## src/common/pmusrb_params.svh

```systemverilog
// pmusrb_params.svh: offsets, field positions, reset values for the pmu serial register bank
// assumes: included by bare name from the package and the design file
`ifndef PMUSRB_PARAMS_SVH
`define PMUSRB_PARAMS_SVH

// register addresses (5-bit serial address space)
`define PMUSRB_ADDR_B3_CODE     5'h00
`define PMUSRB_ADDR_B1_CODE     5'h07
`define PMUSRB_ADDR_B2_CODE     5'h08
`define PMUSRB_ADDR_B3_SLEEP    5'h09
`define PMUSRB_ADDR_REG_CTRL    5'h0A
`define PMUSRB_ADDR_COMP_SETUP  5'h0B
`define PMUSRB_ADDR_INT_MASK    5'h0C
`define PMUSRB_ADDR_INT_FLAGS   5'h0D
`define PMUSRB_ADDR_MISC        5'h0E

// reset values
`define PMUSRB_RST_B3_SEL_HI    7'h64
`define PMUSRB_RST_B3_SEL_LO    7'h3C
`define PMUSRB_RST_B1_CODE      6'h26
`define PMUSRB_RST_B2_SEL_LO    6'h0E
`define PMUSRB_RST_B2_SEL_HI    6'h26
`define PMUSRB_RST_SLP_SEL_HI   7'h53
`define PMUSRB_RST_SLP_SEL_LO   7'h0E
`define PMUSRB_RST_THRESH       6'h19
`define PMUSRB_RST_INT_MASK     5'h01

// regulator control field positions
`define PMUSRB_BIT_B3_ON_STAT   7
`define PMUSRB_BIT_B1_FPWM      4
`define PMUSRB_BIT_B2_FPWM      3
`define PMUSRB_BIT_B3_FPWM      2
`define PMUSRB_BIT_B1_ON        1

// comparator setup field positions
`define PMUSRB_BIT_HYST         7
`define PMUSRB_THRESH_HI        6
`define PMUSRB_THRESH_LO        1
`define PMUSRB_BIT_COMP_ON      0

// misc field positions
`define PMUSRB_BIT_LDO_SLEEP    1
`define PMUSRB_BIT_INT_POL      0

// frame field lengths
`define PMUSRB_CMD_BITS         2
`define PMUSRB_ADDR_BITS        5
`define PMUSRB_DATA_BITS        8
`define PMUSRB_CMD_WRITE        2'h2
`define PMUSRB_CMD_READ         2'h3

`endif

```

## src/common/pmusrb_pkg.sv

```systemverilog
// pmusrb_pkg: types shared by the pmu serial register bank
// assumes: pmusrb_params.svh on the include path
package pmusrb_pkg;
	`include "pmusrb_params.svh"

	// serial frame phases
	typedef enum logic [1:0] {
		PH_CMD,
		PH_ADDR,
		PH_DATA,
		PH_DONE
	} pmusrb_phase_t;

	typedef logic [4:0] pmusrb_addr_t;
	typedef logic [7:0] pmusrb_byte_t;
endpackage

```

## src/hw/pmusrb_top.sv

```systemverilog
// pmusrb_top: serial-accessed register bank of a triple buck plus ldo power unit
// assumes: CLK is the serial clock, free running and sampled on rising edge;
// CS_N, SDI and status inputs are synchronous to CLK; RST_N is the power-on reset
// SDO is a plain registered output with no tristate; the host ignores it outside read data
`timescale 1ns/1ns
`include "pmusrb_params.svh"

module pmusrb_top (
	// clock and reset
	input  wire logic                 CLK,
	input  wire logic                 RST_N,
	// serial port
	input  wire logic                 CS_N,
	input  wire logic                 SDI,
	output logic                      SDO,
	// level select straps
	input  wire logic                 REGULATOR_THREE_LEVEL_SELECT,
	input  wire logic                 REGULATOR_TWO_LEVEL_SELECT,
	// analog status
	input  wire logic                 REGULATOR_THREE_ON_STATUS,
	input  wire logic                 LDO_GOOD,
	input  wire logic [2:0]           REGULATOR_GOOD,
	input  wire logic                 COMPARATOR_OUT,
	// regulator controls
	output pmusrb_pkg::pmusrb_byte_t  REGULATOR_THREE_CODE,
	output pmusrb_pkg::pmusrb_byte_t  REGULATOR_ONE_CODE,
	output pmusrb_pkg::pmusrb_byte_t  REGULATOR_TWO_CODE,
	output pmusrb_pkg::pmusrb_byte_t  REGULATOR_THREE_SLEEP_CODE,
	output logic                      REGULATOR_ONE_FORCED_PWM,
	output logic                      REGULATOR_TWO_FORCED_PWM,
	output logic                      REGULATOR_THREE_FORCED_PWM,
	output logic                      REGULATOR_ONE_ON,
	// comparator controls
	output logic                      COMPARATOR_WIDE_HYST,
	output logic [5:0]                COMPARATOR_THRESHOLD,
	output logic                      COMPARATOR_ON,
	// misc
	output logic                      LDO_EXTRA_SLEEP,
	output logic                      INTERRUPT_OUT
);
	import pmusrb_pkg::*;

	// frame sequencing: two command bits, five address bits, eight data bits;
	// the field counter runs down so that zero always marks a field's last bit
	pmusrb_phase_t phase_q;      // current frame field
	logic [2:0]    cnt_q;        // bits left in field minus one
	logic          cmd_hi_q;     // first command bit
	logic          is_read_q;    // frame is a read
	logic          is_write_q;   // frame is a write
	pmusrb_addr_t  addr_q;       // address shift register
	pmusrb_byte_t  wdata_q;      // write data shift register
	pmusrb_byte_t  rsh_q;        // read data shift register

	// register storage
	// only bits that exist are kept, so unused bits can never stick
	logic [6:0] b3_code_q;       // buck three target
	logic [5:0] b1_code_q;       // buck one target
	logic [5:0] b2_code_q;       // buck two target
	logic [6:0] b3_slp_q;        // buck three deep-sleep target
	logic [2:0] fpwm_q;          // forced pwm, [2]=buck1 [1]=buck2 [0]=buck3
	logic       b1_on_q;         // buck one enable
	logic       hyst_q;          // wide hysteresis
	logic [5:0] thresh_q;        // comparator threshold code
	logic       comp_on_q;       // comparator enable
	logic [4:0] int_mask_q;      // interrupt enables
	logic       ldo_slp_q;       // ldo extra sleep
	logic       int_pol_q;       // interrupt polarity
	logic       strap_pend_q;    // straps still to be latched after reset

	// readback and write strobe
	// the mux looks one bit ahead so read data leaves without a spare cycle
	pmusrb_byte_t rd_mux;        // value of addressed register
	pmusrb_byte_t flags;         // live status view
	pmusrb_addr_t rd_addr;       // address including bit being sampled now
	logic         wr_fire;       // last data bit of a write arrives

	// status is live: no latching, so flags follow the analog side directly
	// bits 7..5 of the status view do not exist and read zero
	// ldo good
	assign flags = {3'h0, LDO_GOOD, REGULATOR_GOOD[2], REGULATOR_GOOD[1],
		REGULATOR_GOOD[0], COMPARATOR_OUT};

	// the last address bit arrives on this edge, so readback uses it directly
	assign rd_addr = {addr_q[3:0], SDI};

	// the mux result only matters on the edge of the last address bit
	// register readback, unmapped and unused bits read zero
	// zero fill
	always_comb begin
		case (rd_addr)
			`PMUSRB_ADDR_B3_CODE:    rd_mux = {1'h0, b3_code_q};
			`PMUSRB_ADDR_B1_CODE:    rd_mux = {2'h0, b1_code_q};
			`PMUSRB_ADDR_B2_CODE:    rd_mux = {2'h0, b2_code_q};
			`PMUSRB_ADDR_B3_SLEEP:   rd_mux = {1'h0, b3_slp_q};
			`PMUSRB_ADDR_REG_CTRL:   rd_mux = {REGULATOR_THREE_ON_STATUS, 2'h0, fpwm_q,
				b1_on_q, 1'h0};
			`PMUSRB_ADDR_COMP_SETUP: rd_mux = {hyst_q, thresh_q, comp_on_q};
			`PMUSRB_ADDR_INT_MASK:   rd_mux = {3'h0, int_mask_q};
			`PMUSRB_ADDR_INT_FLAGS:  rd_mux = flags;
			`PMUSRB_ADDR_MISC:       rd_mux = {6'h0, ldo_slp_q, int_pol_q};
			default:                 rd_mux = 8'h00;
		endcase
	end

	// write commits when the eighth data bit is sampled
	// a frame cut short never reaches this count, so it never writes
	assign wr_fire = !CS_N && (phase_q == PH_DATA) && is_write_q && (cnt_q == 3'h0);

	// frame sequencer: chip select high aborts and rearms
	always_ff @(posedge CLK) begin
		if (!RST_N || CS_N) begin
			// deselect clears every field, so a cut frame leaves nothing behind
			phase_q    <= PH_CMD;
			cnt_q      <= 3'h1;
			cmd_hi_q   <= 1'b0;
			is_read_q  <= 1'b0;
			is_write_q <= 1'b0;
			addr_q     <= 5'h00;
			wdata_q    <= 8'h00;
		end else begin
			case (phase_q)
				PH_CMD: begin
					// first command bit is only remembered
					if (cnt_q == 3'h1) begin
						cmd_hi_q <= SDI;
						cnt_q    <= 3'h0;
					end else begin
						// second bit: decode now, commands 00 and 01 leave both kinds clear
						is_write_q <= ({cmd_hi_q, SDI} == `PMUSRB_CMD_WRITE);
						is_read_q  <= ({cmd_hi_q, SDI} == `PMUSRB_CMD_READ);
						phase_q    <= PH_ADDR;
						cnt_q      <= 3'h4;
					end
				end
				// address msb first
				PH_ADDR: begin
					addr_q <= rd_addr;
					// last address bit: the data phase follows with eight bits
					if (cnt_q == 3'h0) begin
						phase_q <= PH_DATA;
						cnt_q   <= 3'h7;
					end else begin
						cnt_q <= cnt_q - 3'h1;
					end
				end
				// data bits; on a read the input is ignored
				PH_DATA: begin
					// the commit itself happens in the register processes through wr_fire
					wdata_q <= {wdata_q[6:0], SDI};
					if (cnt_q == 3'h0) begin
						phase_q <= PH_DONE;
					end else begin
						cnt_q <= cnt_q - 3'h1;
					end
				end
				// extra clocks past the frame are ignored
				PH_DONE: phase_q <= PH_DONE;
				// no other encoding exists; fall back to waiting for a command
				default: phase_q <= PH_CMD;
			endcase
		end
	end

	// read shifter: loaded with the last address bit, one bit out per clock
	// loading on that edge lets D7 leave at once, hiding the mux in front of it
	// read data out
	always_ff @(posedge CLK) begin
		if (!RST_N || CS_N) begin
			rsh_q <= 8'h00;
		end else if (phase_q == PH_ADDR && cnt_q == 3'h0 && is_read_q) begin
			rsh_q <= rd_mux;
		end else begin
			rsh_q <= {rsh_q[6:0], 1'b0};
		end
	end

	// serial output: bit 6 of shifter on reads, low otherwise
	// D7 comes straight from the mux, D6..D0 from the shifter one edge later
	// output held low
	always_ff @(posedge CLK) begin
		if (!RST_N || CS_N) begin
			SDO <= 1'b0;
		end else if (phase_q == PH_ADDR && cnt_q == 3'h0 && is_read_q) begin
			SDO <= rd_mux[7];
		end else if (phase_q == PH_DATA && is_read_q && cnt_q != 3'h0) begin
			SDO <= rsh_q[6];
		end else begin
			SDO <= 1'b0;
		end
	end

	// reset holds straps pending; they are sampled on the first clock after release,
	// so the codes follow the pins as they stand once reset lets go; a frame cannot
	// start before that edge, so no write can race the strap load
	always_ff @(posedge CLK) begin
		if (!RST_N) begin
			strap_pend_q <= 1'b1;
		end else begin
			strap_pend_q <= 1'b0;
		end
	end

	// voltage code registers
	always_ff @(posedge CLK) begin
		if (!RST_N) begin
			b3_code_q <= `PMUSRB_RST_B3_SEL_LO;
			b1_code_q <= `PMUSRB_RST_B1_CODE;
			b2_code_q <= `PMUSRB_RST_B2_SEL_LO;
			b3_slp_q  <= `PMUSRB_RST_SLP_SEL_LO;
		end else if (strap_pend_q) begin
			// straps take priority over anything else on this edge
			// buck three strap
			b3_code_q <= REGULATOR_THREE_LEVEL_SELECT ? `PMUSRB_RST_B3_SEL_HI
				: `PMUSRB_RST_B3_SEL_LO;
			b2_code_q <= REGULATOR_TWO_LEVEL_SELECT ? `PMUSRB_RST_B2_SEL_HI
				: `PMUSRB_RST_B2_SEL_LO;
			b3_slp_q  <= REGULATOR_THREE_LEVEL_SELECT ? `PMUSRB_RST_SLP_SEL_HI
				: `PMUSRB_RST_SLP_SEL_LO;
		end else if (wr_fire) begin
			// byte is seven shifted bits plus the bit on the wire now
			case (addr_q)
				`PMUSRB_ADDR_B3_CODE:  b3_code_q <= {wdata_q[5:0], SDI};
				`PMUSRB_ADDR_B1_CODE:  b1_code_q <= {wdata_q[4:0], SDI};
				`PMUSRB_ADDR_B2_CODE:  b2_code_q <= {wdata_q[4:0], SDI};
				`PMUSRB_ADDR_B3_SLEEP: b3_slp_q  <= {wdata_q[5:0], SDI};
				default: ;
			endcase
		end
	end

	// control, comparator, mask and misc registers
	// writes to fields that do not exist simply find no flip-flop to land in
	always_ff @(posedge CLK) begin
		if (!RST_N) begin
			fpwm_q     <= 3'h0;
			b1_on_q    <= 1'b1;
			hyst_q     <= 1'b0;
			thresh_q   <= `PMUSRB_RST_THRESH;
			comp_on_q  <= 1'b1;
			int_mask_q <= `PMUSRB_RST_INT_MASK;
			ldo_slp_q  <= 1'b0;
			int_pol_q  <= 1'b0;
		end else if (wr_fire) begin
			case (addr_q)
				`PMUSRB_ADDR_REG_CTRL: begin
					fpwm_q  <= wdata_q[`PMUSRB_BIT_B1_FPWM-1:`PMUSRB_BIT_B3_FPWM-1];
					b1_on_q <= wdata_q[`PMUSRB_BIT_B1_ON-1];
				end
				`PMUSRB_ADDR_COMP_SETUP: begin
					hyst_q    <= wdata_q[`PMUSRB_BIT_HYST-1];
					thresh_q  <= wdata_q[`PMUSRB_THRESH_HI-1:`PMUSRB_THRESH_LO-1];
					comp_on_q <= SDI;
				end
				`PMUSRB_ADDR_INT_MASK: int_mask_q <= {wdata_q[3:0], SDI};
				`PMUSRB_ADDR_MISC: begin
					ldo_slp_q <= wdata_q[`PMUSRB_BIT_LDO_SLEEP-1];
					int_pol_q <= SDI;
				end
				default: ;
			endcase
		end
	end

	// outputs registered from storage
	// one cycle behind storage, so a port never shows a half-shifted byte
	always_ff @(posedge CLK) begin
		if (!RST_N) begin
			REGULATOR_THREE_CODE       <= 8'h00;
			REGULATOR_ONE_CODE         <= 8'h00;
			REGULATOR_TWO_CODE         <= 8'h00;
			REGULATOR_THREE_SLEEP_CODE <= 8'h00;
			REGULATOR_ONE_FORCED_PWM   <= 1'b0;
			REGULATOR_TWO_FORCED_PWM   <= 1'b0;
			REGULATOR_THREE_FORCED_PWM <= 1'b0;
			REGULATOR_ONE_ON           <= 1'b0;
			COMPARATOR_WIDE_HYST       <= 1'b0;
			COMPARATOR_THRESHOLD       <= 6'h00;
			COMPARATOR_ON              <= 1'b0;
			LDO_EXTRA_SLEEP            <= 1'b0;
			// inactive at default polarity (active low)
			INTERRUPT_OUT              <= 1'b1;
		end else begin
			REGULATOR_THREE_CODE       <= {1'h0, b3_code_q};
			REGULATOR_ONE_CODE         <= {2'h0, b1_code_q};
			REGULATOR_TWO_CODE         <= {2'h0, b2_code_q};
			REGULATOR_THREE_SLEEP_CODE <= {1'h0, b3_slp_q};
			REGULATOR_ONE_FORCED_PWM   <= fpwm_q[2];
			REGULATOR_TWO_FORCED_PWM   <= fpwm_q[1];
			REGULATOR_THREE_FORCED_PWM <= fpwm_q[0];
			REGULATOR_ONE_ON           <= b1_on_q;
			COMPARATOR_WIDE_HYST       <= hyst_q;
			COMPARATOR_THRESHOLD       <= thresh_q;
			COMPARATOR_ON              <= comp_on_q;
			LDO_EXTRA_SLEEP            <= ldo_slp_q;
			// status is live, so the pin follows the analog side one cycle late
			// masked status
			INTERRUPT_OUT              <= (|(flags[4:0] & int_mask_q)) ~^ int_pol_q;
		end
	end

endmodule // pmusrb_top

```

## config.mk

```make
export PLATFORM = sky130hd
export DESIGN_NAME = pmusrb_top
export DESIGN_NICKNAME = d
export VERILOG_FILES = /design/src/common/pmusrb_pkg.sv /design/src/hw/pmusrb_top.sv
export VERILOG_INCLUDE_DIRS = /design/src /design/src/common
export SDC_FILE = /design/constraint.sdc
export NUM_CORES = 1
export LEC_CHECK = 0
export BUFFER_PORTS_ARGS = -buffer_cell sky130_fd_sc_hd__clkbuf_2
export CAP_MARGIN = 20
export CORE_ASPECT_RATIO = 2
export CORE_MARGIN = 2
export CORE_UTILIZATION = 35
export CTS_CLUSTER_DIAMETER = 40
export DETAILED_ROUTE_END_ITERATION = 16
export PLACE_DENSITY = 0.59
export SYNTH_ARGS = -nofsm -noshare
export SYNTH_HDL_FRONTEND = slang
export SYNTH_SLANG_ARGS = --single-unit
```

## constraint.sdc

```tcl
create_clock -name CLK -period 4.3 [get_ports CLK]
set_input_delay 0.215 -clock CLK [delete_from_list [all_inputs] [get_ports CLK]]
set_output_delay 0.215 -clock CLK [all_outputs]
set_load 0.01 [all_outputs]
```

==> run_results.csv <==
group,metric,value,unit
logic_synthesis,ys_types,57,
global_route,met1_usage,0.168,
setup_path,path_class,"register to register",
floorplanning,fp.dieW,86.3,um
route,wl,11.9,mm
global_route,grt.busiest_layer,"met2",
route,vias,3629,
timing,fmax,383,MHz
logic_synthesis,synth_edf_count,0,
setup_path,worstPathMaxFanout,14,
setup_path,cp.required,4.56,ns
floorplanning,io_pins,59,
global_route,use_met2,0.314,
pwr,ir_worst_vdd,0.252,mV
setup_path,start_kind,"register",
cts,htreeDepth,4,
timing,fin_crit_sh,0.608,
final_layout,seqCellArea,0.00228,mm^2
logic_synthesis,synth.most_common_cell,"dfxtp_1",
final_layout,nets,537,
timing,setup_viol,0,
timing,rsz0062_at_grt,"false",
logic_synthesis,netlist.area_leader.share,0.482,
global_route,antenna_found_initial,0,
logic_synthesis,synth_area,0.00474,mm^2
timing,skew,0.00652,ns
final_layout,diodes,0,
logic_synthesis,yosysTopAreaCell,"dfxtp_1",
logic_synthesis,ys_seq_area_frac,0.482,
timing,final_hold_viol_count,0,
placed_design,place.gp.congestion,0.830,
timing,period_minus_slack,2.61,ns
run,cap_viol_max_count,0,
placed_design,hpwl,8.65,mm
cts,cts_setup_buffers,0,
logic_synthesis,synth_warnings,0,
setup_path,cp-end-kind,"register",
setup_path,crit_arrival,2.87,ns
route,avgViaCountPerCell,5.30,
cts,cts_sinks,114,
timing,drv_slew,0,
floorplanning,dieArea,0.0145,mm^2
cts,clk_latency,0.42,ns
logic_synthesis,ys_dominant_reg_cell,"dfxtp_1",
final_layout,layout.cells.non_filler,685,
floorplanning,start_util,0.355,
final_layout,layout-drive-gt1-share,0.198,
cts,clockBufferDepth,2,
cts,clock-root-buffer,"clkbuf_16",
final_layout,final_util,0.422,
final_layout,area_delta_synth_final,19.1,%
timing,fin_setup_tns,0,ns
route,post_drt_wl_per_cell,17.4,um
logic_synthesis,netlist_top_cells_count,"dfxtp_1, mux2i_1, nor2_1, and2_1, nand2_1",
logic_synthesis,synthArstFlopShare,0,
logic_synthesis,synth_seq_cells,114,
route,drcViolationCount,0,
placed_design,portBuffers,52,
cts,clk_pin_slew,0.06,ns
global_route,grt_max_degree,61,
timing,max-slew-margin-rel,0.338,
cts,cts_resized,0,
global_route,grt_use_total,0.172,
cts,hold_buffers,0,
logic_synthesis,syn_inst,475,
floorplanning,coreArea,0.0134,mm^2
pwr,p_leak,0.00241,uW
global_route,grt_pass1_vias,3672,
route,dr.pass1.iters,4,
placed_design,dp_cells,653,
pwr,power_density,464,mW/mm^2
global_route,grt_pass1_wl,19.0,mm
logic_synthesis,avgSynthCellArea,9.98,um^2
logic_synthesis,synth_area_leaders,"dfxtp_1, mux2i_1, and2_1",
floorplanning,die_h,169,um
global_route,use_met3,0.0424,
floorplanning,rows,60,
route,drtIter0Drc,177,
global_route,overflow,0,
timing,tightest_slew,0.993,ns
final_layout,fillers,1338,
min_path,hp-class,"input pin to register",
cts,tritoncts,"built",
cts,numCtsBuffers,17,
final_layout,multi_input_area,0.00225,mm^2
timing,timing.hold.ws,0.120,ns
route,drt.antenna.violating_nets,0,
status,status,"finished clean",
[worst max-delay path, cell delays in order (launching register included)]
cell and delay [ns]:
dfxtp_1 0.34, inv_1 0.11, ha_1 0.59, and3b_1 0.42, nand4b_1 0.58, mux2i_1 0.33
nand2_1 0.07
[flip-flops by register name, summed over array words and instances, names as in the netlist, 2 cells and up]
register	flops
b3_code_q	7
cnt_q	3
addr_q	5
b2_code_q	6
wdata_q	7
phase_q	2
REGULATOR_THREE_CODE	7
REGULATOR_TWO_CODE	6
REGULATOR_THREE_SLEEP_CODE	7
thresh_q	6
REGULATOR_ONE_CODE	6
b1_code_q	6
rsh_q	7
fpwm_q	3
COMPARATOR_THRESHOLD	6
b3_slp_q	7
int_mask_q	5
[per-stage QoR]
stage                     cell area (um^2)  power (uW)  setup WS [ns]
final                                 5640        2620           1.69
after global routing                  5640        2700           1.46
after CTS                             5640        2640           1.69
after detailed placement              5050        1250           1.70
after global placement                5050        1250           1.78
after floorplan                       4760        1210           2.58
[worst paths after layout]
path,end,slack [ns],cells after the start,from
setup reg to reg,comp_on_q,1.69,6,phase_q[0]
hold / removal,b2_code_q[5],0.12,3,REGULATOR_TWO_LEVEL_SELECT
hold reg to reg,rsh_q[1],0.46,1,rsh_q[0]
setup / recovery,comp_on_q,1.69,6,phase_q[0]
[cell families (layout without fill, tap and decap cells)]
family / count (synthesis) / count (layout) / share of synthesized area
other: 1 / 6 / 0.000791
adder cells (fa/ha/maj): 8 / 8 / 0.0211
multiplexers: 66 / 66 / 0.149
AND/OR/NAND/NOR: 183 / 183 / 0.218
flip-flops: 114 / 114 / 0.482
buffers and inverters: 47 / 97 / 0.0470
XOR/XNOR: 1 / 1 / 0.00185
AO/OA/AOI/OAI: 55 / 55 / 0.0808
[routing by layer]
layer  share of wire  vias to the layer above
met1            0.36                     1755
met3           0.034                       39
li1                -                     1737
met4           0.059                        0
met2            0.55                       98
met5               0                        -
[cell type report]
cell class / instances / share of cell area
clock inverter: 14 / 0.0275
sequential: 114 / 0.404
multi-input combinational: 319 / 0.399
clock buffer: 18 / 0.0778
timing repair buffer: 55 / 0.0501
tap: 155 / 0.0344
inverter: 10 / 0.00665
[cell usage in the layout (no fill, tap or decap), drive strengths merged, types with 3 or more instances in the layout]
cell,Yosys,final
nor3,3,3
nand3b,4,4
nand4b,5,5
mux2,6,6
nor2,50,50
ha,8,8
and2,41,41
clkbuf,17,70
nor2b,4,4
mux4,3,3
nand3,8,8
and3,3,3
dfxtp,114,114
nand4,8,8
conb,1,6
nor4,4,4
o211ai,3,3
nand2b,4,4
buf,19,3
a21oi,15,15
nor3b,3,3
o21ai,7,7
mux2i,57,57
inv,10,12
a22o,3,3
nand2,33,33
and4b,4,4
clkinv,0,8
a311oi,3,3
a32oi,5,5
[report_power, final]
| part | internal, uW | switching, uW | total, uW |
|---|---|---|---|
| Clock | 872 | 518 | 1390 |
| Sequential | 1080 | 15.4 | 1100 |
| Combinational | 54.1 | 81.3 | 135 |
| Total | 2010 | 615 | 2620 |
No activity file was read; power rests on OpenSTA's default activity.
